[src/verilog/i2c_seq_pkg.sv]
// constants shared by the two-wire master sequencer
package i2c_seq_pkg;
  localparam logic [2:0] ADDR_CTRL = 3'h0;
  localparam logic [2:0] ADDR_STAT = 3'h1;
  localparam logic [2:0] ADDR_BUF = 3'h2;
  localparam logic [2:0] ADDR_RATE = 3'h3;
  // control_register_two bits
  localparam int CTL_SEN = 0;
  localparam int CTL_REPEATED_START_ENABLE = 1;
  localparam int CTL_PEN = 2;
  localparam int CTL_RECEIVE_ENABLE = 3;
  localparam int CTL_ACK_SEQUENCE_ENABLE = 4;
  localparam int CTL_ACK_DATA_VALUE = 5;
  // status_register bits, written 1 clears flags
  localparam int ST_BF = 0;
  localparam int ST_START = 1;
  localparam int ST_STOP = 2;
  localparam int ST_ACK_STATUS = 3;
  localparam int ST_WRITE_COLLISION = 4;
  localparam int ST_OV = 5;
  localparam int ST_IF = 6;
  localparam int ST_BCL = 7;
  localparam logic [7:0] RATE_RESET = 8'h09;
  localparam logic [3:0] BIT_COUNT = 4'h8;
  typedef enum logic [9:0] {
    S_IDLE = 10'h001,
    S_START = 10'h002,
    S_RSTART = 10'h004,
    S_TX = 10'h008,
    S_RX = 10'h010,
    S_ACK = 10'h020,
    S_STOP = 10'h040,
    S_HOLD = 10'h080,
    S_WAITH = 10'h100,
    S_DONE = 10'h200
  } state_t;
endpackage

[src/verilog/i2c_master_sequencer.sv]
// master sequencer for the two-wire serial bus
`timescale 1ns/1ps
module i2c_master_sequencer
  import i2c_seq_pkg::*;
#(
  parameter int RATE_W = 8
) (
  input wire logic i_clk,
  input wire logic i_reset,
  input wire logic [2:0] i_addr,
  input wire logic [7:0] i_wdata,
  input wire logic i_wr,
  input wire logic i_rd,
  output logic [7:0] o_rdata,
  input wire logic i_scl,
  input wire logic i_sda,
  output logic o_scl_oe,
  output logic o_sda_oe
);
  state_t state_reg;
  logic [2:0] phase_reg;
  logic [3:0] bit_reg;
  logic [7:0] shift_reg;
  logic [7:0] buf_reg;
  logic [RATE_W-1:0] rate_reg;
  logic [5:0] ctl_reg;
  logic [7:0] stat_reg;
  logic scl_low_reg;
  logic sda_low_reg;
  logic gen_load;
  logic gen_run;
  logic tick;
  logic [7:0] rdata_next;
  logic buf_wr;
  logic idle;
  logic write_collision_set;

  assign idle = (state_reg == S_IDLE) || (state_reg == S_HOLD);
  assign buf_wr = i_wr && (i_addr == ADDR_BUF);
  assign write_collision_set = buf_wr && !(state_reg == S_HOLD || state_reg == S_IDLE);

  // generator is held while a released clock is still low
  bit_rate_counter #(.W(RATE_W)) u_gen (
    .i_clk(i_clk),
    .i_reset(i_reset),
    .i_load(gen_load),
    .i_run(gen_run),
    .i_rate(rate_reg),
    .o_tick(tick)
  );

  assign gen_run = !idle && !(state_reg == S_WAITH) && !(state_reg == S_DONE);

  // sequencer: phase_reg walks the steps of the start, restart and stop sequences
  always_ff @(posedge i_clk) begin
    if (i_reset) begin
      state_reg <= S_IDLE;
      phase_reg <= 3'h0;
      bit_reg <= 4'h0;
      shift_reg <= 8'h00;
      scl_low_reg <= 1'b0;
      sda_low_reg <= 1'b0;
      gen_load <= 1'b0;
    end else begin
      gen_load <= 1'b0;
      case (state_reg)
        S_IDLE, S_HOLD: begin
          phase_reg <= 3'h0;
          if (ctl_reg[CTL_SEN]) begin
            if (i_scl && i_sda) begin
              state_reg <= S_START;
              gen_load <= 1'b1;
            end else begin
              // a line already low at the start is a collision; stay idle
              state_reg <= S_IDLE;
              scl_low_reg <= 1'b0;
              sda_low_reg <= 1'b0;
            end
          end else if (ctl_reg[CTL_REPEATED_START_ENABLE]) begin
            state_reg <= S_RSTART;
            scl_low_reg <= 1'b1;
          end else if (ctl_reg[CTL_PEN]) begin
            state_reg <= S_STOP;
            sda_low_reg <= 1'b1;
            gen_load <= 1'b1;
          end else if (ctl_reg[CTL_RECEIVE_ENABLE]) begin
            state_reg <= S_RX;
            bit_reg <= 4'h0;
            sda_low_reg <= 1'b0;
            gen_load <= 1'b1;
          end else if (ctl_reg[CTL_ACK_SEQUENCE_ENABLE]) begin
            state_reg <= S_ACK;
            scl_low_reg <= 1'b1;
            sda_low_reg <= !ctl_reg[CTL_ACK_DATA_VALUE];
            gen_load <= 1'b1;
          end else if (buf_wr && state_reg == S_HOLD) begin
            state_reg <= S_TX;
            shift_reg <= i_wdata;
            bit_reg <= 4'h0;
            sda_low_reg <= !i_wdata[7];
            gen_load <= 1'b1;
          end
        end
        S_START: begin
          if (phase_reg == 3'h0 && !i_scl) begin
            state_reg <= S_IDLE;
          end else if (tick && phase_reg == 3'h0) begin
            sda_low_reg <= 1'b1;
            phase_reg <= 3'h1;
          end else if (tick) begin
            scl_low_reg <= 1'b1;
            state_reg <= S_HOLD;
          end
        end
        S_RSTART: begin
          if (phase_reg == 3'h0 && !i_scl) begin
            sda_low_reg <= 1'b0;
            gen_load <= 1'b1;
            phase_reg <= 3'h1;
          end else if (phase_reg == 3'h1 && tick) begin
            if (i_sda) begin
              scl_low_reg <= 1'b0;
              state_reg <= S_WAITH;
              phase_reg <= 3'h2;
            end
          end else if (phase_reg == 3'h2 && tick) begin
            sda_low_reg <= 1'b1;
            phase_reg <= 3'h3;
          end else if (phase_reg == 3'h3 && tick) begin
            scl_low_reg <= 1'b1;
            state_reg <= S_HOLD;
          end
          if (phase_reg >= 3'h2 && !i_scl) begin
            state_reg <= S_IDLE;
            scl_low_reg <= 1'b0;
            sda_low_reg <= 1'b0;
          end
        end
        S_TX, S_RX, S_ACK: begin
          if (tick && scl_low_reg) begin
            scl_low_reg <= 1'b0;
            state_reg <= S_WAITH;
            phase_reg <= {1'b0, state_reg == S_RX, state_reg == S_RX || state_reg == S_ACK};
          end else if (tick) begin
            scl_low_reg <= 1'b1;
            if (state_reg == S_ACK) begin
              state_reg <= S_HOLD;
            end else if (bit_reg == BIT_COUNT + 4'h1) begin
              state_reg <= S_HOLD;
              sda_low_reg <= 1'b0;
            end else if (state_reg == S_RX && bit_reg == BIT_COUNT) begin
              state_reg <= S_HOLD;
            end else if (state_reg == S_TX && bit_reg == BIT_COUNT) begin
              sda_low_reg <= 1'b0;
            end else if (state_reg == S_TX) begin
              sda_low_reg <= !shift_reg[7];
            end
          end
        end
        S_WAITH: begin
          // clock stretching by a slave holds us here
          if (i_scl) begin
            gen_load <= 1'b1;
            if (phase_reg == 3'h2) begin
              if (i_sda) begin
                state_reg <= S_RSTART;
              end else begin
                state_reg <= S_IDLE;
                sda_low_reg <= 1'b0;
              end
            end else if (phase_reg == 3'h0) begin
              state_reg <= S_TX;
              if (bit_reg < BIT_COUNT) begin
                shift_reg <= {shift_reg[6:0], 1'b0};
              end
              bit_reg <= (bit_reg == BIT_COUNT) ? bit_reg + 4'h1 : bit_reg + 4'h1;
            end else if (phase_reg == 3'h1) begin
              state_reg <= S_ACK;
            end else begin
              state_reg <= S_RX;
              shift_reg <= {shift_reg[6:0], i_sda};
              bit_reg <= bit_reg + 4'h1;
            end
          end
        end
        S_STOP: begin
          if (tick && phase_reg == 3'h0) begin
            scl_low_reg <= 1'b0;
            phase_reg <= 3'h1;
          end else if (tick && phase_reg == 3'h1) begin
            sda_low_reg <= 1'b0;
            phase_reg <= 3'h2;
          end else if (tick) begin
            state_reg <= S_IDLE;
          end
        end
        default: begin
          state_reg <= S_IDLE;
        end
      endcase
    end
  end

  // phase codes for the wait state: 0 tx, 1 ack, 2 restart, 3 rx
  logic tx_done;
  logic rx_done;
  logic ack_done;
  logic start_done;
  logic rs_done;
  logic stop_done;
  logic stop_seen;
  logic ack_sample;
  logic bcl_event;
  assign tx_done = state_reg == S_TX && tick && !scl_low_reg && bit_reg == BIT_COUNT + 4'h1;
  assign ack_sample = state_reg == S_WAITH && i_scl && phase_reg == 3'h0
    && bit_reg == BIT_COUNT;
  assign rx_done = state_reg == S_RX && tick && !scl_low_reg && bit_reg == BIT_COUNT;
  assign ack_done = state_reg == S_ACK && tick && !scl_low_reg;
  assign start_done = state_reg == S_START && tick && phase_reg == 3'h1;
  assign rs_done = state_reg == S_RSTART && tick && phase_reg == 3'h3;
  assign stop_done = state_reg == S_STOP && tick && phase_reg == 3'h2;
  assign stop_seen = state_reg == S_STOP && tick && phase_reg == 3'h1;
  assign bcl_event = (state_reg == S_START && phase_reg == 3'h0 && !i_scl)
    || (state_reg == S_RSTART && phase_reg >= 3'h2 && !i_scl)
    || (state_reg == S_WAITH && phase_reg == 3'h2 && i_scl && !i_sda)
    || (idle && ctl_reg[CTL_SEN] && !(i_scl && i_sda));

  // control bits: self-clearing enables; enable writes gated while busy, CTL_ACK_DATA_VALUE always written
  always_ff @(posedge i_clk) begin
    if (i_reset) begin
      ctl_reg <= 6'h00;
    end else begin
      if (i_wr && i_addr == ADDR_CTRL) begin
        ctl_reg[CTL_ACK_DATA_VALUE] <= i_wdata[CTL_ACK_DATA_VALUE];
        if (idle && ctl_reg[CTL_SEN] == 1'b0) begin
          ctl_reg[CTL_SEN] <= i_wdata[CTL_SEN];
          ctl_reg[CTL_REPEATED_START_ENABLE] <= i_wdata[CTL_REPEATED_START_ENABLE];
          ctl_reg[CTL_PEN] <= i_wdata[CTL_PEN];
          ctl_reg[CTL_RECEIVE_ENABLE] <= i_wdata[CTL_RECEIVE_ENABLE];
          ctl_reg[CTL_ACK_SEQUENCE_ENABLE] <= i_wdata[CTL_ACK_SEQUENCE_ENABLE];
        end
      end
      if (start_done || bcl_event) begin
        ctl_reg[CTL_SEN] <= 1'b0;
      end
      if (rs_done || bcl_event) begin
        ctl_reg[CTL_REPEATED_START_ENABLE] <= 1'b0;
      end
      if (stop_done) begin
        ctl_reg[CTL_PEN] <= 1'b0;
      end
      if (rx_done) begin
        ctl_reg[CTL_RECEIVE_ENABLE] <= 1'b0;
      end
      if (ack_done) begin
        ctl_reg[CTL_ACK_SEQUENCE_ENABLE] <= 1'b0;
      end
    end
  end

  always_ff @(posedge i_clk) begin
    if (i_reset) begin
      rate_reg <= RATE_W'(RATE_RESET);
    end else if (i_wr && i_addr == ADDR_RATE) begin
      rate_reg <= i_wdata[RATE_W-1:0];
    end
  end

  // status flags: hardware set wins over a software clear
  always_ff @(posedge i_clk) begin
    if (i_reset) begin
      stat_reg <= 8'h00;
      buf_reg <= 8'h00;
    end else begin
      if (i_wr && i_addr == ADDR_STAT) begin
        stat_reg <= stat_reg & ~i_wdata;
      end
      if (buf_wr && state_reg == S_HOLD && !(|ctl_reg[CTL_ACK_SEQUENCE_ENABLE:CTL_SEN])) begin
        buf_reg <= i_wdata;
        stat_reg[ST_BF] <= 1'b1;
      end
      if (write_collision_set) begin
        stat_reg[ST_WRITE_COLLISION] <= 1'b1;
      end
      if (state_reg == S_TX && tick && !scl_low_reg && bit_reg == BIT_COUNT) begin
        stat_reg[ST_BF] <= 1'b0;
      end
      if (i_rd && i_addr == ADDR_BUF) begin
        stat_reg[ST_BF] <= 1'b0;
      end
      if (ack_sample) begin
        stat_reg[ST_ACK_STATUS] <= i_sda;
      end
      if (rx_done) begin
        buf_reg <= shift_reg;
        stat_reg[ST_BF] <= 1'b1;
        if (stat_reg[ST_BF]) begin
          stat_reg[ST_OV] <= 1'b1;
        end
      end
      if (start_done || (state_reg == S_RSTART && tick && phase_reg == 3'h2)) begin
        stat_reg[ST_START] <= 1'b1;
      end
      if (stop_seen) begin
        stat_reg[ST_STOP] <= 1'b1;
      end
      if (start_done || rs_done || tx_done || rx_done || ack_done || stop_done) begin
        stat_reg[ST_IF] <= 1'b1;
      end
      if (bcl_event) begin
        stat_reg[ST_BCL] <= 1'b1;
      end
    end
  end

  always_comb begin
    rdata_next = 8'h00;
    case (i_addr)
      ADDR_CTRL: rdata_next = {2'h0, ctl_reg};
      ADDR_STAT: rdata_next = stat_reg;
      ADDR_BUF: rdata_next = buf_reg;
      ADDR_RATE: rdata_next = 8'(rate_reg);
      default: rdata_next = 8'h00;
    endcase
  end

  always_ff @(posedge i_clk) begin
    if (i_reset) begin
      o_rdata <= 8'h00;
      o_scl_oe <= 1'b0;
      o_sda_oe <= 1'b0;
    end else begin
      o_rdata <= i_rd ? rdata_next : 8'h00;
      o_scl_oe <= scl_low_reg;
      o_sda_oe <= sda_low_reg;
    end
  end

  chk_start_flag: assert property (@(posedge i_clk) disable iff (i_reset)
    start_done |=> stat_reg[ST_START] && stat_reg[ST_IF]) else $error("start flags missing");
  chk_bcl_idle: assert property (@(posedge i_clk) disable iff (i_reset)
    bcl_event |=> stat_reg[ST_BCL]) else $error("collision not flagged");
  chk_write_collision_set: assert property (@(posedge i_clk) disable iff (i_reset)
    write_collision_set |=> stat_reg[ST_WRITE_COLLISION]) else $error("write collision lost");
  chk_rx_full: assert property (@(posedge i_clk) disable iff (i_reset)
    rx_done |=> stat_reg[ST_BF] && stat_reg[ST_IF]) else $error("rx flags missing");
  chk_ovf_set: assert property (@(posedge i_clk) disable iff (i_reset)
    rx_done && stat_reg[ST_BF] |=> stat_reg[ST_OV]) else $error("overflow lost");
  chk_ack_store: assert property (@(posedge i_clk) disable iff (i_reset)
    ack_sample |=> stat_reg[ST_ACK_STATUS] == $past(i_sda)) else $error("ack status wrong");
  chk_hold_scl: assert property (@(posedge i_clk) disable iff (i_reset)
    tx_done |=> ##1 o_scl_oe && !o_sda_oe) else $error("hold state wrong");
  chk_stop_seen: assert property (@(posedge i_clk) disable iff (i_reset)
    stop_done |=> stat_reg[ST_STOP] && state_reg == S_IDLE) else $error("stop wrong");
  cov_start: cover property (@(posedge i_clk) start_done);
  cov_tx: cover property (@(posedge i_clk) tx_done);
  cov_rx: cover property (@(posedge i_clk) rx_done);
  cov_stop: cover property (@(posedge i_clk) stop_done);
endmodule

[src/verilog/bit_rate_counter.sv]
// reloadable down-counter giving one tick per generator period
`timescale 1ns/1ps
module bit_rate_counter #(
  parameter int W = 8
) (
  input wire logic i_clk,
  input wire logic i_reset,
  input wire logic i_load,
  input wire logic i_run,
  input wire logic [W-1:0] i_rate,
  output logic o_tick
);
  logic [W-1:0] count_reg;
  // one count to zero is one period; reload restarts the period
  always_ff @(posedge i_clk) begin
    if (i_reset || i_load) begin
      count_reg <= i_rate;
    end else if (i_run) begin
      count_reg <= (count_reg == '0) ? i_rate : count_reg - W'(1);
    end
  end
  assign o_tick = i_run && !i_load && (count_reg == '0);
endmodule

[config.mk]
export PLATFORM = sky130hd
export DESIGN_NAME = i2c_master_sequencer
export DESIGN_NICKNAME = d
export VERILOG_FILES = /design/src/verilog/i2c_seq_pkg.sv /design/src/verilog/i2c_master_sequencer.sv /design/src/verilog/bit_rate_counter.sv
export SDC_FILE = /design/constraint.sdc
export NUM_CORES = 1
export LEC_CHECK = 0
export BUFFER_PORTS_ARGS = -buffer_cell sky130_fd_sc_hd__buf_2
export CAP_MARGIN = 20
export CELL_PAD_IN_SITES_DETAIL_PLACEMENT = 1
export CELL_PAD_IN_SITES_GLOBAL_PLACEMENT = 1
export CORE_ASPECT_RATIO = 1.1
export CORE_UTILIZATION = 40
export DETAILED_ROUTE_END_ITERATION = 6
export PLACE_DENSITY = 0.78
export SYNTH_ARGS = -nofsm -noshare
export SYNTH_HDL_FRONTEND = slang
export SYNTH_SLANG_ARGS = --single-unit
[constraint.sdc]
create_clock -name i_clk -period 2.6 [get_ports i_clk]
set_input_delay 0.52 -clock i_clk [delete_from_list [all_inputs] [get_ports i_clk]]
set_output_delay 0.52 -clock i_clk [all_outputs]
set_load 0.05 [all_outputs]
# Word level (Yosys, flattened, before mapping)
# Cells that the tools add are included.
dict set report word_totals {
  wordCells 345
  regBits 76
  in_bits 17
  out_inout_bits 10
  mem_bits_rw 0
  rom_bits 0
  n_memories 0
  latchBits 0
}
dict set report classes {
  bitwise 4
  n_mux 135
  n_div 0
  order_cmp 2
  add_sub_neg 2
  shifts 0
  mul 0
  reduce_logical 109
  eq_ne 66
}
# op n
set ops {}
lappend ops {{10-bit two-way mux} 25}
lappend ops {{8-bit two-way mux} 17}
lappend ops {{1-bit two-way mux} 62}
lappend ops {{10-bit one-hot mux with 6 select lines} 1}
lappend ops {{1-bit logical AND} 52}
lappend ops {{4-bit inequality test, second input constant} 11}
lappend ops {{2-bit inequality test, second input constant} 21}
lappend ops {{4-bit two-way mux} 10}
lappend ops {{3-bit inequality test, second input constant} 11}
lappend ops {{8-bit one-hot mux with 4 select lines} 1}
lappend ops {{3-bit two-way mux} 10}
lappend ops {{18-bit AND reduction} 1}
lappend ops {{2-bit nonzero test} 9}
lappend ops {{8-bit one-hot mux with 2 select lines} 1}
lappend ops {{3-bit one-hot mux with 5 select lines} 1}
lappend ops {{1-bit logical OR} 14}
lappend ops {{2-bit OR reduction} 7}
lappend ops {{13-bit AND reduction} 1}
lappend ops {{3-bit by 2-bit == test with 1-bit output, second input constant} 4}
lappend ops {{1-bit logical NOT} 12}
lappend ops {{6-bit two-way mux} 2}
lappend ops {{12-bit AND reduction} 1}
lappend ops {{11-bit AND reduction} 1}
lappend ops {{10-bit by 1-bit == test with 1-bit output, second input constant} 1}
lappend ops {{37 further kinds} 42}

# Longest topological paths before layout
dict set report logic_depth {
  ltp_word 15
  mapped_depth 10
  ltp_nobuf 8
}

# Cells and area by module
# Synthesis repeated with hierarchy kept, for this count alone.
dict set report unflattened {
  cells_unflattened 555
  hier_area_um2 4573.1
}
# module cells_each seq_area_each_um2 instances area_each_um2
set modules_own_cells {}
lappend modules_own_cells {i2c_master_sequencer 500 1321.3 1 4028.9}
lappend modules_own_cells {bit_rate_counter 55 240.2 1 544.3}

# Worst setup path after synthesis
# No wires, ideal clock.
dict set report synth_timing {
  path_type {register -> register}
  from {register state_reg[3]}
  to {register state_reg[5]}
  synth_period_minus_slack_ps 2620
  setup_ps 122
  slack_ps -20
  arrival_ps 2498
  required_ps 2478
  stages_incl_launch_ff 9
  cell_sequence {dfxtp_1 > buf_2 > or3_1 > buf_6 > or2_2 > o21ai_2 > mux2i_1 > nand3_2 > o311a_1}
}
dict set report synth_between {
  elab_chain_len 12
  word_cells_on_any_way 48
  cone_classes {eq/ne (23); mux (7); reduce/logical (18)}
}
# element line_no
set synth_rtl {}
lappend synth_rtl {{from (decl)} i2c_master_sequencer.sv:20} ;# state_t state_reg;
lappend synth_rtl {{from (signal assigned)} i2c_master_sequencer.sv:57} ;# state_reg <= S_IDLE;
lappend synth_rtl {{from (signal assigned)} i2c_master_sequencer.sv:71} ;# state_reg <= S_START;
lappend synth_rtl {{from (signal assigned)} i2c_master_sequencer.sv:75} ;# state_reg <= S_IDLE;
lappend synth_rtl {{10-bit by 8-bit == test with 1-bit output / 10-bit by 1-bit == test with 1-bit output (equally long branches)} {i2c_master_sequencer.sv:38, i2c_master_sequencer.sv:66, i2c_master_sequencer.sv:96}}
lappend synth_rtl {{1-bit logical OR} i2c_master_sequencer.sv:38} ;# assign idle = (state_reg == S_IDLE) || (state_reg == S_HOLD);
lappend synth_rtl {{1-bit logical NOT} i2c_master_sequencer.sv:52} ;# assign gen_run = !idle && !(state_reg == S_WAITH) && !(state_reg == S_DONE);
lappend synth_rtl {{1-bit logical AND (2 in series)} i2c_master_sequencer.sv:52}
lappend synth_rtl {{1-bit logical AND (2 in series)} bit_rate_counter.sv:22} ;# assign o_tick = i_run && !i_load && (count_reg == '0);
lappend synth_rtl {{1-bit logical AND} {i2c_master_sequencer.sv:120, i2c_master_sequencer.sv:190}}
lappend synth_rtl {{10-bit two-way mux} i2c_master_sequencer.sv:120} ;# end else if (phase_reg == 3'h1 && tick) begin
lappend synth_rtl {{10-bit two-way mux} i2c_master_sequencer.sv:116} ;# if (phase_reg == 3'h0 && !i_scl) begin
lappend synth_rtl {{10-bit two-way mux} i2c_master_sequencer.sv:133} ;# if (phase_reg >= 3'h2 && !i_scl) begin
lappend synth_rtl {{10-bit one-hot mux with 6 select lines} i2c_master_sequencer.sv:66} ;# case (state_reg)
# Parallel ways exist; a longest one is shown, timed or not. The select of a mux whose other input is x is not followed.
# A chain may end at the register's enable or synchronous reset.

# Worst setup path in the final report
dict set report layout_timing {
  from {register u_gen.count_reg[1]}
  to {register phase_reg[0]}
}
dict set report layout_between {
  elab_chain_len 6
  word_cells_on_any_way 16
  cone_classes {eq/ne (5); mux (4); reduce/logical (7)}
}
# element line_no
set layout_rtl {}
lappend layout_rtl {{from (decl)} bit_rate_counter.sv:13} ;# logic [W-1:0] count_reg;
lappend layout_rtl {{from (signal assigned)} bit_rate_counter.sv:17} ;# count_reg <= i_rate;
lappend layout_rtl {{from (signal assigned)} bit_rate_counter.sv:19} ;# count_reg <= (count_reg == '0) ? i_rate : count_reg - W'(1);
lappend layout_rtl {{8-bit logical NOT (*)} bit_rate_counter.sv:22}
lappend layout_rtl {{1-bit logical AND (*)} bit_rate_counter.sv:22}
lappend layout_rtl {{1-bit logical AND} {i2c_master_sequencer.sv:120, i2c_master_sequencer.sv:190}}
lappend layout_rtl {{3-bit two-way mux} i2c_master_sequencer.sv:120}
lappend layout_rtl {{3-bit two-way mux} i2c_master_sequencer.sv:116}
lappend layout_rtl {{3-bit one-hot mux with 5 select lines} i2c_master_sequencer.sv:66}
lappend layout_rtl {{to (signal assigned)} i2c_master_sequencer.sv:143} ;# phase_reg <= {1'b0, state_reg == S_RX, state_reg == S_RX || state_reg == S_ACK};
lappend layout_rtl {{to (decl)} i2c_master_sequencer.sv:21} ;# logic [2:0] phase_reg;
# Mark *: on every way between the ends. The rest lies on a longest branch, timed or not.

==> results.py <==
metrics = {
    "route": {
        "drtPass1Iterations": 7,
        "drt_wl_total_mm": 17.85,
        "via_per_inst": 6.405,
        "dr.first_iter.drc_count": 447,
        "ant_nets": 0,
        "drc_errors": 0,
        "highest_layer": "met4",
        "wl_met2_mm": 8.628,
        "wl_met1_mm": 7.281,
        "wl_met3_um": 875,
        "wl_per_cell_um": 23.19,
        "vias": 4932,
    },
    "pwr": {
        "p_switching_mw": 1.971,
        "ir_worst_vdd_mv": 0.4910,
        "seqPwrFrac_pct": 30.5,
        "p_int_mw": 2.937,
        "switching_share_pct": 40.16,
        "p_leak_nw": 2.141,
        "p_per_area_nw_per_um2": 865.4,
        "pwr-share-clk_pct": 27.1,
        "p_comb_share_pct": 42.4,
    },
    "setup_path": {
        "cp.required_ns": 2.84,
        "slowest_stage": "a21boi_0",
        "startpoint_type": "flop",
        "crit_path_end_kind": "flop",
        "r2r_setup_slack_ns": 0.07,
        "crit_path_cell_trace": "inv_1, ha_1, nor3b_4, buf_4, and3_1, o21ai_4, a21boi_0, o211ai_1, mux2_2",
        "r2r_cells": 9,
        "arrival_ns": 2.77,
        "critical_path_class": "reg2reg",
        "cpPeakStageDelay_ns": 0.47,
        "r2r_start": "u_gen.count_reg[1]$_DFFE_PP_",
        "reg2reg_to": "phase_reg[0]$_SDFFE_PP0P_",
        "cp_max_fo": 7,
    },
    "synth": {
        "async_flop_share_pct": 0,
        "ys_ff_latch": 74,
        "ys_types": 79,
        "synth_top_cell_by_area": "dfxtp_1",
        "yosysTopAreaCellShare_pct": 28.00,
        "yosysSeqAreaShare_pct": 33.09,
        "syn_area_sq_um": 4720,
        "avgSynthCellArea_sq_um": 8.368,
        "synth_commonest_cells": "66 x dfxtp_1, 62 x nand2_1, 46 x nor2_1",
        "syn_nets": 586,
        "yosys-top-cells-area": "dfxtp_1 28%, mux2i_1 5.9%, edfxtp_1 5.1%, nand2_1 4.9%, a21oi_1 3.9%",
        "yosysMostFrequentCell": "dfxtp_1",
        "yosysWarnings": 0,
        "synth_edf_count": 8,
        "ys.flop_type": "dfxtp_1",
        "synth_cells": 564,
    },
    "cts": {
        "clock_path_buffers": 2,
        "root_buffer": "clkbuf_16",
        "numCtsBuffers": 9,
        "cts_tree": "yes",
        "cts.reportedPaths.clkPinSlew_ns": 0.06,
        "cts.htree.levels": 3,
        "cts.sinks": 74,
        "clk_latency_ns": 0.35,
    },
    "timing": {
        "maxSlewHeadroom_pct": 62.07,
        "max_freq_ghz": 0.3955,
        "report.final.setup_viol": 0,
        "hold_viol": 0,
        "period_share_pct": 97.24,
        "skew_ns": 0.007305,
        "min_period_ns": 2.528,
        "timing_worst_slew_pin_value_ns": 0.5611,
        "slew_violations": 0,
    },
    "hold_path": {
        "whs_path_depth": 2,
        "min_to": "o_scl_oe$_SDFF_PP0_",
        "hold_class": "in2reg",
        "hp-start": "i_reset",
    },
    "global_routing": {
        "grt_max_degree": 36,
        "overflow": 0,
        "track_usage_pct": 29.60,
        "grt_pass1_wl_mm": 27.26,
        "grt_pass1_vias": 4828,
        "antenna_found_initial": 0,
    },
    "floorplan": {
        "core_area_sq_um": 11490,
        "start_util_pct": 41.07,
        "ios": 27,
        "die_y_um": 115.9,
        "dieArea_sq_um": 12240,
        "rows": 41,
        "die_w_um": 105.6,
    },
    "layout": {
        "largest_reg_flops": 9,
        "area_delta_synth_final_pct": 20.15,
        "drive_gt1_share_pct": 23.23,
        "diodes": 0,
        "postLayoutCoreUtil_pct": 49.35,
        "fin_nets": 637,
        "fin_cells": 770,
    },
    "place": {
        "gp_congestion": 1.032,
        "io_buffers": 26,
        "dp_hpwl_mm": 13.17,
        "dpl.cell_count": 754,
    },
    "outcome": {
        "status": "complete, no violations",
    },
    "job": {
        "drv_cap": 0,
    },
}
## timing repair
action	4_1_cts	5_1_grt
setup endpoints to repair	5	11
hold endpoints to repair	0	0
resized for setup	2	13
setup buffers	0	0
hold buffers	0	0
pin swaps	0	0
## worst max-delay path: cells and delay by family, from the launching register on
family,cells,cell delay [ns]
fa+ha+maj,1,0.17
flops,1,0.41
simple gates,2,0.46
compound gates,3,0.81
buf+inv,2,0.26
mux,1,0.30
## how the worst max path moves through the flow
| stage | startpoint | to | slack (ns) | cells after the start |
|---|---|---|---|---|
| floorplan | state_reg[3]$_SDFFE_PP0P_ | state_reg[5]$_SDFFE_PP0P_ | 0.06 | 8 |
| global placement | state_reg[4]$_SDFFE_PP0P_ | sda_low_reg$_SDFFE_PP0P_ | 0.08 | 7 |
| detailed placement | u_gen.count_reg[1]$_DFFE_PP_ | state_reg[5]$_SDFFE_PP0P_ | -0.03 | 8 |
| CTS | u_gen.count_reg[3]$_DFFE_PP_ | state_reg[5]$_SDFFE_PP0P_ | 0.04 | 6 |
| global route | u_gen.count_reg[1]$_DFFE_PP_ | buf_reg[7]$_SDFFE_PP0P_ | -0.03 | 10 |
| finish | u_gen.count_reg[1]$_DFFE_PP_ | phase_reg[0]$_SDFFE_PP0P_ | 0.07 | 9 |
## layout by cell type (no fill, tap or decap), types with 4 or more instances in the layout
cell type / instances
o211ai_1: 5
nand4_1: 11
a21oi_1: 37
a211oi_1: 16
o21ai_0: 11
nand3_1: 11
nor4b_1: 4
mux2i_1: 27
nand2_1: 62
clkbuf_16: 9
nor4_1: 4
ha_1: 5
nand2b_1: 6
nand4b_1: 5
or4_1: 5
a311oi_1: 11
or2_2: 4
buf_4: 54
and3_1: 9
and2_1: 9
dfxtp_1: 65
nor2_1: 45
o22ai_1: 11
o211a_1: 4
buf_2: 26
or3_1: 5
inv_1: 15
mux2_2: 6
nor3_1: 15
xnor2_1: 4
nor2b_1: 12
a22oi_1: 6
edfxtp_1: 8
## through the flow
step / power (mW) / cell area (sq um) / TNS [ns] / hold WS [ns] / worst slack (ns)
after CTS: 4.809 / 5600 / 0 / 0.3742 / 0.03987
after global placement: 3.386 / 5281 / 0 / 0.4562 / 0.07578
after detailed placement: 3.458 / 5281 / -0.02964 / 0.4694 / -0.02964
after global routing: 5.116 / 5670 / -0.09286 / 0.3886 / -0.02537
after floorplan: 2.772 / 4723 / 0 / 0.4456 / 0.05624
final: 4.907 / 5670 / 0 / 0.3749 / 0.07172
## metal layers
metal / vias up / track usage, %
met5: - / 0
met4: 0 / 20.09
met3: 68 / 3.543
met2: 205 / 49.39
met1: 2436 / 36.13
li1: 2223 / -
## layout make-up
class | count | area (sq um)
tap | 150 | 187.7
multi-input combinational | 434 | 2999
inverter | 15 | 56.30
fill | 1381 | 5821
clock buffer | 9 | 225.2
clock inverter | 7 | 83.83
timing repair buffer | 81 | 555.5
sequential | 74 | 1563
## power by group through the flow
| stage | clock network, mW | logic (mW) | registers (mW) |
|---|---|---|---|
| final | 1.33 | 2.08 | 1.50 |
| after detailed placement | 0 | 1.96 | 1.50 |
| after global routing | 1.40 | 2.20 | 1.51 |
| after floorplan | 0 | 1.29 | 1.48 |
| after CTS | 1.34 | 1.99 | 1.48 |
| after global placement | 0 | 1.90 | 1.49 |
## kinds of logic (layout without fill, tap and decap cells)
kind of cell	after synthesis	after routing	synth area share, %
AOI/OAI and AO/OA	147	147	22.51
and+or+nand+nor	239	239	28.34
adders and majority gates	5	5	1.326
muxes	35	35	7.847
xor gates and xnor gates	8	8	1.644
buffers and inverters	56	112	5.249
DFF	74	74	33.09
No activity file was read; power rests on OpenSTA's default activity.
